===== config.mk =====
export PLATFORM = sky130hd
export DESIGN_NAME = fsb_ctrl
export DESIGN_NICKNAME = d
export VERILOG_FILES = /design/src/hdl/fsb_pkg.sv /design/src/hdl/fsb_interleave.sv /design/src/hdl/fsb_ctrl.sv
export SDC_FILE = /design/constraint.sdc
export NUM_CORES = 1
export LEC_CHECK = 0
export BUFFER_PORTS_ARGS = -buffer_cell sky130_fd_sc_hd__buf_4
export CAP_MARGIN = 5
export CORE_ASPECT_RATIO = 0.75
export CORE_MARGIN = 2
export CORE_UTILIZATION = 40
export DETAILED_ROUTE_END_ITERATION = 12
export PLACE_DENSITY = 0.6
export SLEW_MARGIN = 20
export SYNTH_ARGS = -nofsm -noshare
export SYNTH_HDL_FRONTEND = slang
export SYNTH_SLANG_ARGS = --single-unit
export TNS_END_PERCENT = 50

===== constraint.sdc =====
create_clock -name clk -period 4.7 [get_ports clk]
set_input_delay 0.705 -clock clk [delete_from_list [all_inputs] [get_ports clk]]
set_output_delay 0.705 -clock clk [all_outputs]
set_load 0.01 [all_outputs]

===== src/hdl/fsb_pkg.sv =====
// Constants for the streaming buffer controller: register map,
// command codes, reset values and channel ordering fields.
// Assumes a 16-bit register address and 32-bit register data.
package fsb_pkg;

    // ------------------------------------------------------------
    // Register addresses
    // ------------------------------------------------------------
    localparam logic [15:0] ADDR_COMMAND = 16'h0000;      // Command word, write only
    localparam logic [15:0] ADDR_HOST_TOTAL = 16'hea60;   // Host buffer total, read/write
    localparam logic [15:0] ADDR_BUF_LEN = 16'hea6a;      // Buffer length in bytes, read/write
    localparam logic [15:0] ADDR_TALLY = 16'hea74;        // Completed buffer tally, read only
    localparam logic [15:0] ADDR_LIMIT = 16'hea7e;        // Auto stop buffer limit, read/write
    localparam logic [15:0] ADDR_RELEASE = 16'hea92;      // Buffer release index, write only
    localparam logic [15:0] ADDR_LEGACY_BASE = 16'heaa0;  // First of the legacy release words
    localparam int LEGACY_COUNT = 16;                     // Legacy words reach buffers 0..15

    // ------------------------------------------------------------
    // Command codes
    // ------------------------------------------------------------
    localparam logic [31:0] CMD_STREAM_BEGIN = 32'h0000000c;  // Begin streaming, wait first buffer
    localparam logic [31:0] CMD_NEXT_WAIT = 32'h0000000d;     // Wait for next buffer
    localparam logic [31:0] CMD_STREAM_HALT = 32'h00000014;   // Halt streaming

    // ------------------------------------------------------------
    // Reset values and limits
    // ------------------------------------------------------------
    localparam logic [31:0] RST_HOST_TOTAL = 32'h00000002;  // Smallest legal ring
    localparam logic [31:0] RST_BUF_LEN = 32'h00000400;     // One 1024-byte unit
    localparam logic [31:0] RST_LIMIT = 32'h00000000;       // Zero streams without end
    localparam int HOST_TOTAL_MAX = 256;                    // Ring size ceiling
    localparam int HW_BUFFERS = 2;                          // On-board halves, fixed

    // ------------------------------------------------------------
    // Channel enable field and interleave slots
    // ------------------------------------------------------------
    localparam int NUM_CH = 4;             // Analog channels
    localparam int SAMPLE_W = 8;           // Bits per sample
    localparam logic [3:0] CH_ONE = 4'h1;  // Channel 0 only
    localparam logic [3:0] CH_01 = 4'h3;   // Channels 0 and 1
    localparam logic [3:0] CH_02 = 4'h5;   // Channels 0 and 2
    localparam logic [3:0] CH_ALL = 4'hf;  // All four channels

endpackage


===== src/hdl/fsb_interleave.sv =====
// Channel interleaver: takes one sample of every enabled channel and
// emits them one byte per handshake in the streaming order.
// Assumes the enable mask is stable while streaming.
`timescale 1ns/1ps
module fsb_interleave (
    // Clock, reset, freeze
    input wire logic clk,
    input wire logic rst_n,
    input wire logic ce,
    // Channel setup
    input wire logic [3:0] chan_enable,
    // Sample side
    input wire logic [31:0] smp_data,
    input wire logic smp_valid,
    output logic smp_ready,
    // Byte side
    output logic [7:0] byte_data,
    output logic byte_valid,
    input wire logic byte_ready
);

    // ------------------------------------------------------------
    // Ordering helpers
    // ------------------------------------------------------------
    // Slots per sample index for the enable mask
    function automatic logic [2:0] slot_count(input logic [3:0] en);
        case (en)
            fsb_pkg::CH_01,
            fsb_pkg::CH_02: slot_count = 3'h2;
            fsb_pkg::CH_ALL: slot_count = 3'h4;
            default: slot_count = 3'h1;
        endcase
    endfunction

    // Channel carried by a slot; four channels go 0,2,1,3
    function automatic logic [1:0] slot_chan(input logic [3:0] en, input logic [1:0] slot);
        slot_chan = 2'h0;
        case (en)
            fsb_pkg::CH_01: slot_chan = (slot == 2'h0) ? 2'h0 : 2'h1;
            fsb_pkg::CH_02: slot_chan = (slot == 2'h0) ? 2'h0 : 2'h2;
            fsb_pkg::CH_ALL: slot_chan = {slot[0], slot[1]};
            default: slot_chan = 2'h0;
        endcase
    endfunction

    // ------------------------------------------------------------
    // State
    // ------------------------------------------------------------
    logic [31:0] hold_r;   // Captured sample set
    logic [1:0] slot_r;    // Next slot to emit
    logic full_r;          // Holding a set
    logic [1:0] chan;      // Channel for current slot
    logic last_slot;       // Current slot ends the set

    assign chan = slot_chan(chan_enable, slot_r);
    assign last_slot = ({1'b0, slot_r} + 3'h1) == slot_count(chan_enable);
    assign smp_ready = ~full_r;
    assign byte_valid = full_r;
    // Bits pass unchanged; only the order is touched
    assign byte_data = hold_r[chan*8 +: 8];

    // ------------------------------------------------------------
    // Capture and step through slots
    // ------------------------------------------------------------
    always_ff @(posedge clk or negedge rst_n) begin
        if (!rst_n) begin
            hold_r <= 32'h00000000;
            slot_r <= 2'h0;
            full_r <= 1'b0;
        end else if (ce) begin
            if (!full_r && smp_valid) begin
                // New set taken only when the last one is drained
                hold_r <= smp_data;
                slot_r <= 2'h0;
                full_r <= 1'b1;
            end else if (full_r && byte_ready) begin
                if (last_slot) begin
                    full_r <= 1'b0;
                    slot_r <= 2'h0;
                end else begin
                    slot_r <= slot_r + 2'h1;
                end
            end
        end
    end

endmodule


===== src/hdl/fsb_ctrl.sv =====
// Streaming buffer controller: fills a ring of host buffers from the
// two on-board halves, counts completions, stops on a limit and runs
// the begin, wait and halt commands.
// Assumes one clock; all inputs come from logic on that clock.
//
// Behaviour
// Tally of completed buffers, readable read-only
// Nonzero limit halts stream when tally reaches
// Zero limit streams forever; host halts explicitly
// Code 12 begins stream, waits first completion
// Code 13 waits for next completed buffer
// Code 20 halts stream, releases pending wait
// Completion pulse ends pending begin or wait
// Host writes index to release a buffer
// Legacy release words, first 16 buffers only
// One channel consecutive, two channels alternate
// Four channels ordered 0, 2, 1, 3
// Sample encoding unchanged from ordinary acquisition
// Exactly two on-board halves used alternately
// Host length is whole multiple of 1024
// Begin command clears tally to zero
`timescale 1ns/1ps
module fsb_ctrl (
    // Clock, reset, freeze
    input wire logic clk,
    input wire logic rst_n,
    input wire logic ce,
    // Register port
    input wire logic [15:0] reg_addr,
    input wire logic reg_wr,
    input wire logic [31:0] reg_wdata,
    input wire logic reg_rd,
    output logic [31:0] reg_rdata,
    output logic reg_rvalid,
    // Acquisition side
    input wire logic [3:0] chan_enable,
    input wire logic [31:0] smp_data,
    input wire logic smp_valid,
    output logic smp_ready,
    // Host buffer write side
    output logic [7:0] host_wr_data,
    output logic host_wr_valid,
    input wire logic host_wr_ready,
    output logic [7:0] host_wr_buf,
    output logic host_wr_half,
    // Status
    output logic buf_done_irq,
    output logic cmd_waiting,
    output logic streaming
);

    // ------------------------------------------------------------
    // Types and declarations
    // ------------------------------------------------------------
    typedef enum logic [1:0] {
        FSB_IDLE = 2'b00,  // Not streaming
        FSB_RUN = 2'b01    // Streaming
    } fsb_state_e;

    fsb_state_e state_r;         // Streaming state
    fsb_state_e state_nxt;       // Next streaming state
    logic [31:0] total_r;        // Host buffer total
    logic [31:0] len_r;          // Buffer length in bytes
    logic [31:0] limit_r;        // Auto stop limit
    logic [31:0] tally_r;        // Completed buffers this run
    logic [31:0] byte_cnt_r;     // Bytes in current buffer
    logic [7:0] host_idx_r;      // Host buffer being filled
    logic half_r;                // On-board half being filled
    logic [8:0] owed_r;          // Filled, not yet released
    logic pending_r;             // Begin or wait command blocked
    logic [31:0] rdata_r;        // Read data register
    logic rvalid_r;              // Read answer strobe
    logic irq_r;                 // Completion pulse register
    logic [7:0] il_data;         // Interleaver byte
    logic il_valid;              // Interleaver byte valid
    logic il_ready;              // Interleaver byte taken
    logic credit;                // A host buffer is free to fill
    logic xfer;                  // Byte moved to host
    logic done;                  // Byte closes a buffer
    logic wr_cmd;                // Write to command word
    logic cmd_begin;             // Begin command this cycle
    logic cmd_wait;              // Wait command this cycle
    logic cmd_halt;              // Halt command this cycle
    logic release_ok;            // Valid release this cycle
    logic auto_stop;             // Limit reached by this completion
    logic [31:0] tally_inc;      // Tally after this completion

    // ------------------------------------------------------------
    // Helpers
    // ------------------------------------------------------------
    // Index is inside the programmed ring
    function automatic logic idx_in_ring(input logic [31:0] idx, input logic [31:0] total);
        idx_in_ring = idx < total;
    endfunction

    // Step a ring index, wrapping at the total
    function automatic logic [7:0] ring_next(input logic [7:0] idx, input logic [31:0] total);
        if ({24'h000000, idx} + 32'h00000001 >= total) begin
            ring_next = 8'h00;
        end else begin
            ring_next = idx + 8'h01;
        end
    endfunction

    // ------------------------------------------------------------
    // Decode
    // ------------------------------------------------------------
    assign wr_cmd = ce && reg_wr && (reg_addr == fsb_pkg::ADDR_COMMAND);
    assign cmd_begin = wr_cmd && (reg_wdata == fsb_pkg::CMD_STREAM_BEGIN);
    assign cmd_wait = wr_cmd && (reg_wdata == fsb_pkg::CMD_NEXT_WAIT);
    assign cmd_halt = wr_cmd && (reg_wdata == fsb_pkg::CMD_STREAM_HALT);

    // Release by index, or by one of the sixteen legacy words
    always_comb begin
        release_ok = 1'b0;
        if (ce && reg_wr && owed_r != 9'h000) begin
            if (reg_addr == fsb_pkg::ADDR_RELEASE) begin
                release_ok = idx_in_ring(reg_wdata, total_r);
            end else if (reg_addr >= fsb_pkg::ADDR_LEGACY_BASE &&
                         reg_addr < fsb_pkg::ADDR_LEGACY_BASE + 16'(fsb_pkg::LEGACY_COUNT)) begin
                // Same effect as the index write, buffers 0..15 only
                release_ok = idx_in_ring(32'(reg_addr - fsb_pkg::ADDR_LEGACY_BASE), total_r);
            end
        end
    end

    // ------------------------------------------------------------
    // Data path
    // ------------------------------------------------------------
    // Back-pressure: no byte moves while every host buffer is owed
    assign credit = ({23'h000000, owed_r} < total_r);
    assign host_wr_valid = il_valid && (state_r == FSB_RUN) && credit;
    assign il_ready = host_wr_ready && (state_r == FSB_RUN) && credit;
    assign xfer = ce && host_wr_valid && host_wr_ready;
    // A zero length never completes; software must program it
    assign done = xfer && (byte_cnt_r + 32'h00000001 == len_r);
    assign tally_inc = tally_r + 32'h00000001;
    assign auto_stop = done && (limit_r != 32'h00000000) && (tally_inc >= limit_r);
    assign host_wr_data = il_data;
    assign host_wr_buf = host_idx_r;
    assign host_wr_half = half_r;

    fsb_interleave u_il (
        .clk(clk),
        .rst_n(rst_n),
        .ce(ce),
        .chan_enable(chan_enable),
        .smp_data(smp_data),
        .smp_valid(smp_valid),
        .smp_ready(smp_ready),
        .byte_data(il_data),
        .byte_valid(il_valid),
        .byte_ready(il_ready)
    );

    // ------------------------------------------------------------
    // Streaming state
    // ------------------------------------------------------------
    always_comb begin
        state_nxt = state_r;
        case (state_r)
            FSB_IDLE: begin
                if (cmd_begin) begin
                    state_nxt = FSB_RUN;
                end
            end
            FSB_RUN: begin
                if (cmd_begin) begin
                    state_nxt = FSB_RUN;                     // Restart keeps running
                end else if (cmd_halt || auto_stop) begin
                    state_nxt = FSB_IDLE;
                end
            end
            default: state_nxt = FSB_IDLE;
        endcase
    end

    always_ff @(posedge clk or negedge rst_n) begin
        if (!rst_n) begin
            state_r <= FSB_IDLE;
        end else if (ce) begin
            state_r <= state_nxt;
        end
    end

    // ------------------------------------------------------------
    // Setup registers
    // ------------------------------------------------------------
    always_ff @(posedge clk or negedge rst_n) begin
        if (!rst_n) begin
            total_r <= fsb_pkg::RST_HOST_TOTAL;
            len_r <= fsb_pkg::RST_BUF_LEN;
            limit_r <= fsb_pkg::RST_LIMIT;
        end else if (ce && reg_wr) begin
            case (reg_addr)
                fsb_pkg::ADDR_HOST_TOTAL: total_r <= reg_wdata;
                fsb_pkg::ADDR_BUF_LEN: len_r <= reg_wdata;  // Host keeps 1024 multiple
                fsb_pkg::ADDR_LIMIT: limit_r <= reg_wdata;
                default: ;
            endcase
        end
    end

    // ------------------------------------------------------------
    // Tally, cleared on begin
    // ------------------------------------------------------------
    always_ff @(posedge clk or negedge rst_n) begin
        if (!rst_n) begin
            tally_r <= 32'h00000000;
        end else if (ce) begin
            if (cmd_begin) begin
                tally_r <= 32'h00000000;
            end else if (done) begin
                tally_r <= tally_inc;
            end
        end
    end

    // ------------------------------------------------------------
    // Buffer position: bytes, ring index and on-board half
    // ------------------------------------------------------------
    always_ff @(posedge clk or negedge rst_n) begin
        if (!rst_n) begin
            byte_cnt_r <= 32'h00000000;
            host_idx_r <= 8'h00;
            half_r <= 1'b0;
        end else if (ce) begin
            if (cmd_begin) begin
                byte_cnt_r <= 32'h00000000;
                host_idx_r <= 8'h00;
                half_r <= 1'b0;
            end else if (done) begin
                byte_cnt_r <= 32'h00000000;
                host_idx_r <= ring_next(host_idx_r, total_r);
                // Only two halves, so a toggle is the whole rotation
                half_r <= ~half_r;
            end else if (xfer) begin
                byte_cnt_r <= byte_cnt_r + 32'h00000001;
            end
        end
    end

    // ------------------------------------------------------------
    // Owed buffers: filled and not yet handed back
    // ------------------------------------------------------------
    always_ff @(posedge clk or negedge rst_n) begin
        if (!rst_n) begin
            owed_r <= 9'h000;
        end else if (ce) begin
            if (cmd_begin) begin
                owed_r <= 9'h000;
            end else if (done && !release_ok) begin
                owed_r <= owed_r + 9'h001;
            end else if (release_ok && !done) begin
                owed_r <= owed_r - 9'h001;
            end
        end
    end

    // ------------------------------------------------------------
    // Completion pulse and blocked command
    // ------------------------------------------------------------
    always_ff @(posedge clk or negedge rst_n) begin
        if (!rst_n) begin
            irq_r <= 1'b0;
        end else if (ce) begin
            irq_r <= done;
        end
    end

    // A command in the completion cycle waits for the following one
    always_ff @(posedge clk or negedge rst_n) begin
        if (!rst_n) begin
            pending_r <= 1'b0;
        end else if (ce) begin
            if (cmd_begin || (cmd_wait && state_r == FSB_RUN)) begin
                pending_r <= 1'b1;
            end else if (cmd_halt) begin
                pending_r <= 1'b0;
            end else if (irq_r) begin
                pending_r <= 1'b0;
            end
        end
    end

    // ------------------------------------------------------------
    // Register reads, answered one cycle later
    // ------------------------------------------------------------
    always_ff @(posedge clk or negedge rst_n) begin
        if (!rst_n) begin
            rdata_r <= 32'h00000000;
            rvalid_r <= 1'b0;
        end else if (ce) begin
            rvalid_r <= reg_rd;
            if (reg_rd) begin
                case (reg_addr)
                    fsb_pkg::ADDR_HOST_TOTAL: rdata_r <= total_r;
                    fsb_pkg::ADDR_BUF_LEN: rdata_r <= len_r;
                    fsb_pkg::ADDR_TALLY: rdata_r <= tally_r;
                    fsb_pkg::ADDR_LIMIT: rdata_r <= limit_r;
                    default: rdata_r <= 32'h00000000;          // Write-only and unmapped read zero
                endcase
            end
        end
    end

    assign reg_rdata = rdata_r;
    assign reg_rvalid = rvalid_r;
    assign buf_done_irq = irq_r;
    assign cmd_waiting = pending_r;
    assign streaming = (state_r == FSB_RUN);

endmodule


Word level (Yosys, flattened, before mapping)
Index checks and enable logic that the tools add are counted.
Operators by class
  equality and inequality tests: 16
  muxes and demuxes: 34
  $lt $le $gt $ge: 7
  reductions and logical operators: 50
  add/subtract/negate cells: 9
  bitwise gates (word level): 2
  shifts and indexed selects: 1
Operators by type and width (number)
  two-way mux 32 bit: 5
  case mux 32 bit (4 select lines): 1
  == test 16 bit (second input constant): 5
  adder 32 x 1 -> 32 bit (second input constant): 2
  == test 32 x 4 -> 1 bit (second input constant): 2
  < comparator 32 bit: 2
  == test 32 bit: 1
  == test 32 x 5 -> 1 bit (second input constant): 1
  >= comparator 32 bit: 1
  >= comparator 9 x 32 -> 1 bit: 1
  < comparator 9 x 32 -> 1 bit: 1
  nonzero test 32 bit: 1
  indexed part select 32 x 6 -> 8 bit: 1
  two-way mux 9 bit: 3
  two-way mux 8 bit: 3
  logical AND 1 bit: 21
  AND reduction 2 bit: 10
  subtractor 16 x 16 -> 17 bit (second input constant): 1
  >= comparator 16 bit (second input constant): 1
  logical NOT 16 bit: 1
  < comparator 16 bit (second input constant): 1
  two-way mux 2 bit: 7
  two-way mux 1 bit: 12
  adder 8 x 1 -> 9 bit (second input constant): 1
  other kinds (24): 34
Storage, ports and cells
  flip-flop bits (word level): 250
  output and inout bits: 55
  input bits: 91

Depth between registers and ports, before layout
  word-level depth: 12
  gate-level depth with buffers: 26

Hierarchy
Synthesis repeated with hierarchy kept, for this count alone.
Unflattened totals
  cells, all modules: 1876
  area total of the unflattened synthesis: 17056.4 um^2
Modules (own cells, without submodules)
  fsb_ctrl: sequential area each 5357.6 um^2, area an instance 15269.6 um^2, cells an instance 1741, instances 1
  fsb_interleave: sequential area each 875.8 um^2, area an instance 1786.7 um^2, cells an instance 135, instances 1

Worst setup path after synthesis
No wires, ideal clock.
  path kind: input -> register
  start: input reg_addr[7]
  end: register owed_r[8]
  stages: 25
  setup slack: -0.861 ns
  library setup time: 0.079 ns
  arrival: 5.482 ns
  path through: clkbuf_1 o21ai_0 a22oi_1 clkbuf_1 nand2_1 xnor2_1 ha_1 nand4_1 or3_1 o21ai_0 a2111oi_0 o311a_1 or2_2 a41oi_1 nand2_1 ha_1 nor2b_1 o21ai_0 a21boi_0 o21ai_0 a21boi_0 o21a_1 o211a_1 mux2i_1 mux2i_1
On the way
  longest elaborated chain between the ends: 9
  elaborated cells between the ends (all ways): 19
  classes of those cells: add/sub (1); order compare (3); eq/ne (1); mux (5); reduce/logical (9)
RTL lines
  from (decl): line fsb_ctrl.sv:29  | input wire logic [15:0] reg_addr,
  subtractor 16 x 16 -> 17 bit (tied with other cells): line fsb_ctrl.sv:122  | release_ok = idx_in_ring(32'(reg_addr - fsb_pkg::ADDR_LEGACY_BASE), total_r);
  < comparator 32 bit or logical AND 1 bit (tied branches): line fsb_ctrl.sv:93, fsb_ctrl.sv:119
  two-way mux 1 bit: line fsb_ctrl.sv:119  | end else if (reg_addr >= fsb_pkg::ADDR_LEGACY_BASE &&
  two-way mux 1 bit: line fsb_ctrl.sv:117  | if (reg_addr == fsb_pkg::ADDR_RELEASE) begin
  two-way mux 1 bit: line fsb_ctrl.sv:116  | if (ce && reg_wr && owed_r != 9'h000) begin
  logical NOT 1 bit: line fsb_ctrl.sv:252  | end else if (done && !release_ok) begin
  logical AND 1 bit: line fsb_ctrl.sv:252
  nonzero test 3 bit (no line) or two-way mux 9 bit (tied branches)
  AND reduction 2 bit (no line) or two-way mux 9 bit (tied branches)
  to (signal assigned): line fsb_ctrl.sv:253  | owed_r <= owed_r + 9'h001;
  to (signal assigned): line fsb_ctrl.sv:255  | owed_r <= owed_r - 9'h001;
  to (decl): line fsb_ctrl.sv:69  | logic [8:0] owed_r;
Several ways; a longest one is shown, not always the timed one.
A chain may end at the register's enable or synchronous reset.

Worst setup path in the final report
  start: register byte_cnt_r[1]
  end: register owed_r[8]
On the way
  longest elaborated chain between the ends: 7
  elaborated cells between the ends (all ways): 10
  classes of those cells: add/sub (1); eq/ne (1); mux (2); reduce/logical (6)
RTL lines
  from (decl): line fsb_ctrl.sv:66  | logic [31:0] byte_cnt_r;
  from (signal assigned): line fsb_ctrl.sv:238  | byte_cnt_r <= byte_cnt_r + 32'h00000001;
  adder 32 x 1 -> 32 bit (*): line fsb_ctrl.sv:136  | assign done = xfer && (byte_cnt_r + 32'h00000001 == len_r);
  == test 32 bit (*): line fsb_ctrl.sv:136
  logical AND 1 bit (*): line fsb_ctrl.sv:136
  logical NOT 1 bit: line fsb_ctrl.sv:254  | end else if (release_ok && !done) begin
  logical AND 1 bit: line fsb_ctrl.sv:254
  nonzero test 3 bit (no line)
  AND reduction 2 bit (no line)
Mark *: on every way between the ends. The rest lies on a longest branch, timed or not.

==> flow_metrics.py <==
metrics = {
    "outcome": {
        "status": "finished, violations left",
        "violations": "negative setup slack",
    },
    "route": {
        "drt_iter0_drc": 1434,
        "wl_mm": 56.7,
        "dr.pass1.iters": 7,
        "via_count": 15425,
        "post_drt_wl_per_cell_um": 21.8,
        "avgViaCountPerCell": 5.92,
        "final_antenna_net_count": 0,
        "drcViolationCount": 0,
    },
    "floorplan": {
        "placementRows": 64,
        "fp.dieArea_mm2": 0.0434,
        "core_area_mm2": 0.0409,
        "ios": 146,
        "initial_core_util": 0.408,
        "die_y_um": 181,
        "die_width_um": 240,
    },
    "worst_setup_path": {
        "cp_max_fo": 4,
        "crit_type": "reg -> reg",
        "startpoint_type": "flop",
        "cp.required_ns": 5.20,
        "worstPathArrival_ns": 5.27,
        "end_kind": "flop",
    },
    "sta": {
        "fin_hold_ws_ns": 0.132,
        "finalClockSkew_ns": 0.0319,
        "fin_crit_sh": 1.02,
        "relSlewSlack": 0.386,
        "tightestPinTransition_ns": 0.919,
        "rsz0062_at_grt": "yes",
        "finalCriticalPeriod_ns": 4.77,
        "setup_slack_ns": -0.0723,
        "drv_slew": 0,
        "setup_viol": 1,
        "hold_viol": 0,
        "fmax_mhz": 210,
    },
    "logic_synthesis": {
        "synth.distinct_cells": 71,
        "synth_edf_count": 0,
        "syn_area_mm2": 0.0167,
        "async_flop_share": 1.00,
        "syn_avg_cell_area_um2": 9.44,
        "synth.area.top_cells": "dfrtp_1 37%, ha_1 8.6%, mux2_2 8.5%",
        "ys_seq_area_frac": 0.374,
        "synth-seq-cells": 249,
        "synth_nets": 1973,
        "yosysWarnings": 0,
        "synth_largest_area_cell": "dfrtp_1",
        "synth_top_area_frac": 0.371,
        "yosys_most_used_dff": "dfrtp_1",
        "syn-instance-count": 1766,
    },
    "pwr": {
        "p_leak_nw": 9.39,
        "ir_drop_uv": 337,
        "cellPowerDensity_mw_per_mm2": 287,
    },
    "global_route": {
        "antenna_found_initial": 2,
        "grt_use_total": 0.260,
        "busiest_layer": "met2",
        "grt_pass1_wl_mm": 87.9,
        "grt_max_degree": 101,
        "met2_usage": 0.380,
        "grt_pass1_vias": 15079,
        "overflow": 0,
        "grtUsageMet3": 0.0648,
        "met1_usage": 0.379,
    },
    "flow_run": {
        "max_cap_viol_count": 0,
    },
    "cts": {
        "ctsLongestPathBuffers": 3,
        "numCtsBuffers": 27,
        "cts_root_buffer": "clkbuf_16",
        "cts.sinks": 249,
        "clock_latency_ns": 0.57,
        "htreeDepth": 1,
        "holdBufCountCts": 0,
        "cts.clk_slew.worst_paths_ns": 0.06,
        "cts_tree": "done",
    },
    "finish": {
        "drive_gt1_frac": 0.284,
        "nFillCells": 3771,
        "nets": 2230,
        "layoutNonFillerInstCount": 2605,
        "final_cell_mix": "314 x buf_4, 247 x dfrtp_1, 172 x nand2_1",
        "area.growth.synth_to_final_pct": 25.1,
        "final_common_cell": "buf_4",
    },
    "placement": {
        "post-dp-hpwl_mm": 43.0,
        "pre_cts_slack_ns": -0.700,
        "routabilityCongestion": 0.945,
        "place_inst": 2543,
        "io_buffer_count": 145,
    },
    "min_path": {
        "hp-class": "in -> async",
    },
}
synthesized netlist by cell type, types with 40 or more instances:
library cell    n
ha_1          115
nor4_1         40
a21oi_1        71
nor2_1         72
o21ai_0        82
xnor2_1        54
inv_1         101
nand4_1        46
dfrtp_1       247
a31oi_1        60
mux2_2        126
nand2_1       174
or3_1          41
clkbuf_1       86
nand3_1        70
sequential cells by signal (all words and copies together), names as in the netlist, 8 cells and up:
name         cells
len_r           32
owed_r           9
host_wr_buf      8
reg_rdata       32
tally_r         32
byte_cnt_r      32
limit_r         32
u_il.hold_r     32
total_r         32
through the flow:
step	util	cell area, um^2	power, W	TNS [ns]
floorplan	-	16800	0.00307	-0.0791
detailed placement	0.477	19500	0.00356	-2.16
finish	0.510	20900	0.00599	-0.0723
CTS	0.504	20600	0.00599	-0.00421
global placement	0.477	19500	0.00351	-1.58
global route	0.510	20900	0.00624	-0.449
worst max-delay path, stage by stage (launching register included):
cell      delay [ns]
dfrtp_1         0.36
buf_6           0.12
ha_4            0.13
nand4_1         0.21
buf_4           0.22
or4_4           0.52
or2_4           0.29
or4_4           0.52
nand2_2         0.08
nand4_1         0.15
nor4_4          0.17
buf_4           0.18
nand2_4         0.08
ha_4            0.25
nor2b_4         0.12
o21ai_2         0.17
a21boi_2        0.09
o21ai_2         0.17
a21boi_2        0.07
o21a_1          0.20
o211a_1         0.22
mux2i_1         0.17
mux2i_1         0.20
cell type report:
cell class                 count  area [um^2]  area share
clock inverter                13          229      0.0110
multi-input combinational   1322        10100       0.483
inverter                     101          384      0.0184
antenna                        1         2.50    0.000120
sequential                   249         6230       0.299
tap                          561          702      0.0336
clock buffer                  36          749      0.0359
timing repair buffer         322         2480       0.119
kinds of logic (layout without fill, tap and decap cells):
| kind of cell | count (synthesis) | count (layout) | share of synthesized area |
|---|---|---|---|
| adder cells (fa/ha/maj) | 116 | 116 | 0.0875 |
| AND/OR/NAND/NOR | 588 | 588 | 0.187 |
| flip-flops | 249 | 249 | 0.374 |
| multiplexers | 147 | 147 | 0.104 |
| AO/OA/AOI/OAI | 383 | 383 | 0.156 |
| other | 0 | 1 | 0 |
| buffers and inverters | 195 | 472 | 0.0445 |
| XOR/XNOR | 88 | 88 | 0.0467 |
power by group:
group	leakage (nW)	internal, W	total, W	switching, W
Combinational	5.56	0.000594	0.00115	0.000558
Sequential	3.35	0.00233	0.00245	0.000121
Clock	0.477	0.00145	0.00239	0.000944
Total	9.39	0.00437	0.00599	0.00162
metal layers:
| metal | wire length, um | up-vias |
|---|---|---|
| met4 | 1610 | 4 |
| met3 | 5130 | 93 |
| li1 | - | 7116 |
| met5 | 29 | - |
| met2 | 24300 | 613 |
| met1 | 25700 | 7599 |
final timing paths:
path,cells past startpoint,slack [ns],to,start
worst max-delay path,22,-0.07,owed_r[8]$_DFFE_PN0P_,byte_cnt_r[1]$_DFFE_PN0P_
worst min-delay path,1,0.13,tally_r[27]$_DFFE_PN0P_,rst_n
worst max register to register,22,-0.07,owed_r[8]$_DFFE_PN0P_,byte_cnt_r[1]$_DFFE_PN0P_
worst min register to register,1,0.50,u_il.hold_r[14]$_DFFE_PN0P_,u_il.hold_r[14]$_DFFE_PN0P_
max in group asynchronous,2,3.51,byte_cnt_r[11]$_DFFE_PN0P_,rst_n
min in group clk,2,0.36,u_il.hold_r[8]$_DFFE_PN0P_,smp_data[8]
timing repair:
action | CTS | global route
setup endpoints to repair | 3 | 5
pin swaps | 15 | 30
buffers inserted | 6 | 6
resized for setup | 17 | 39
Note: power is estimated with default switching activity, not from simulation.
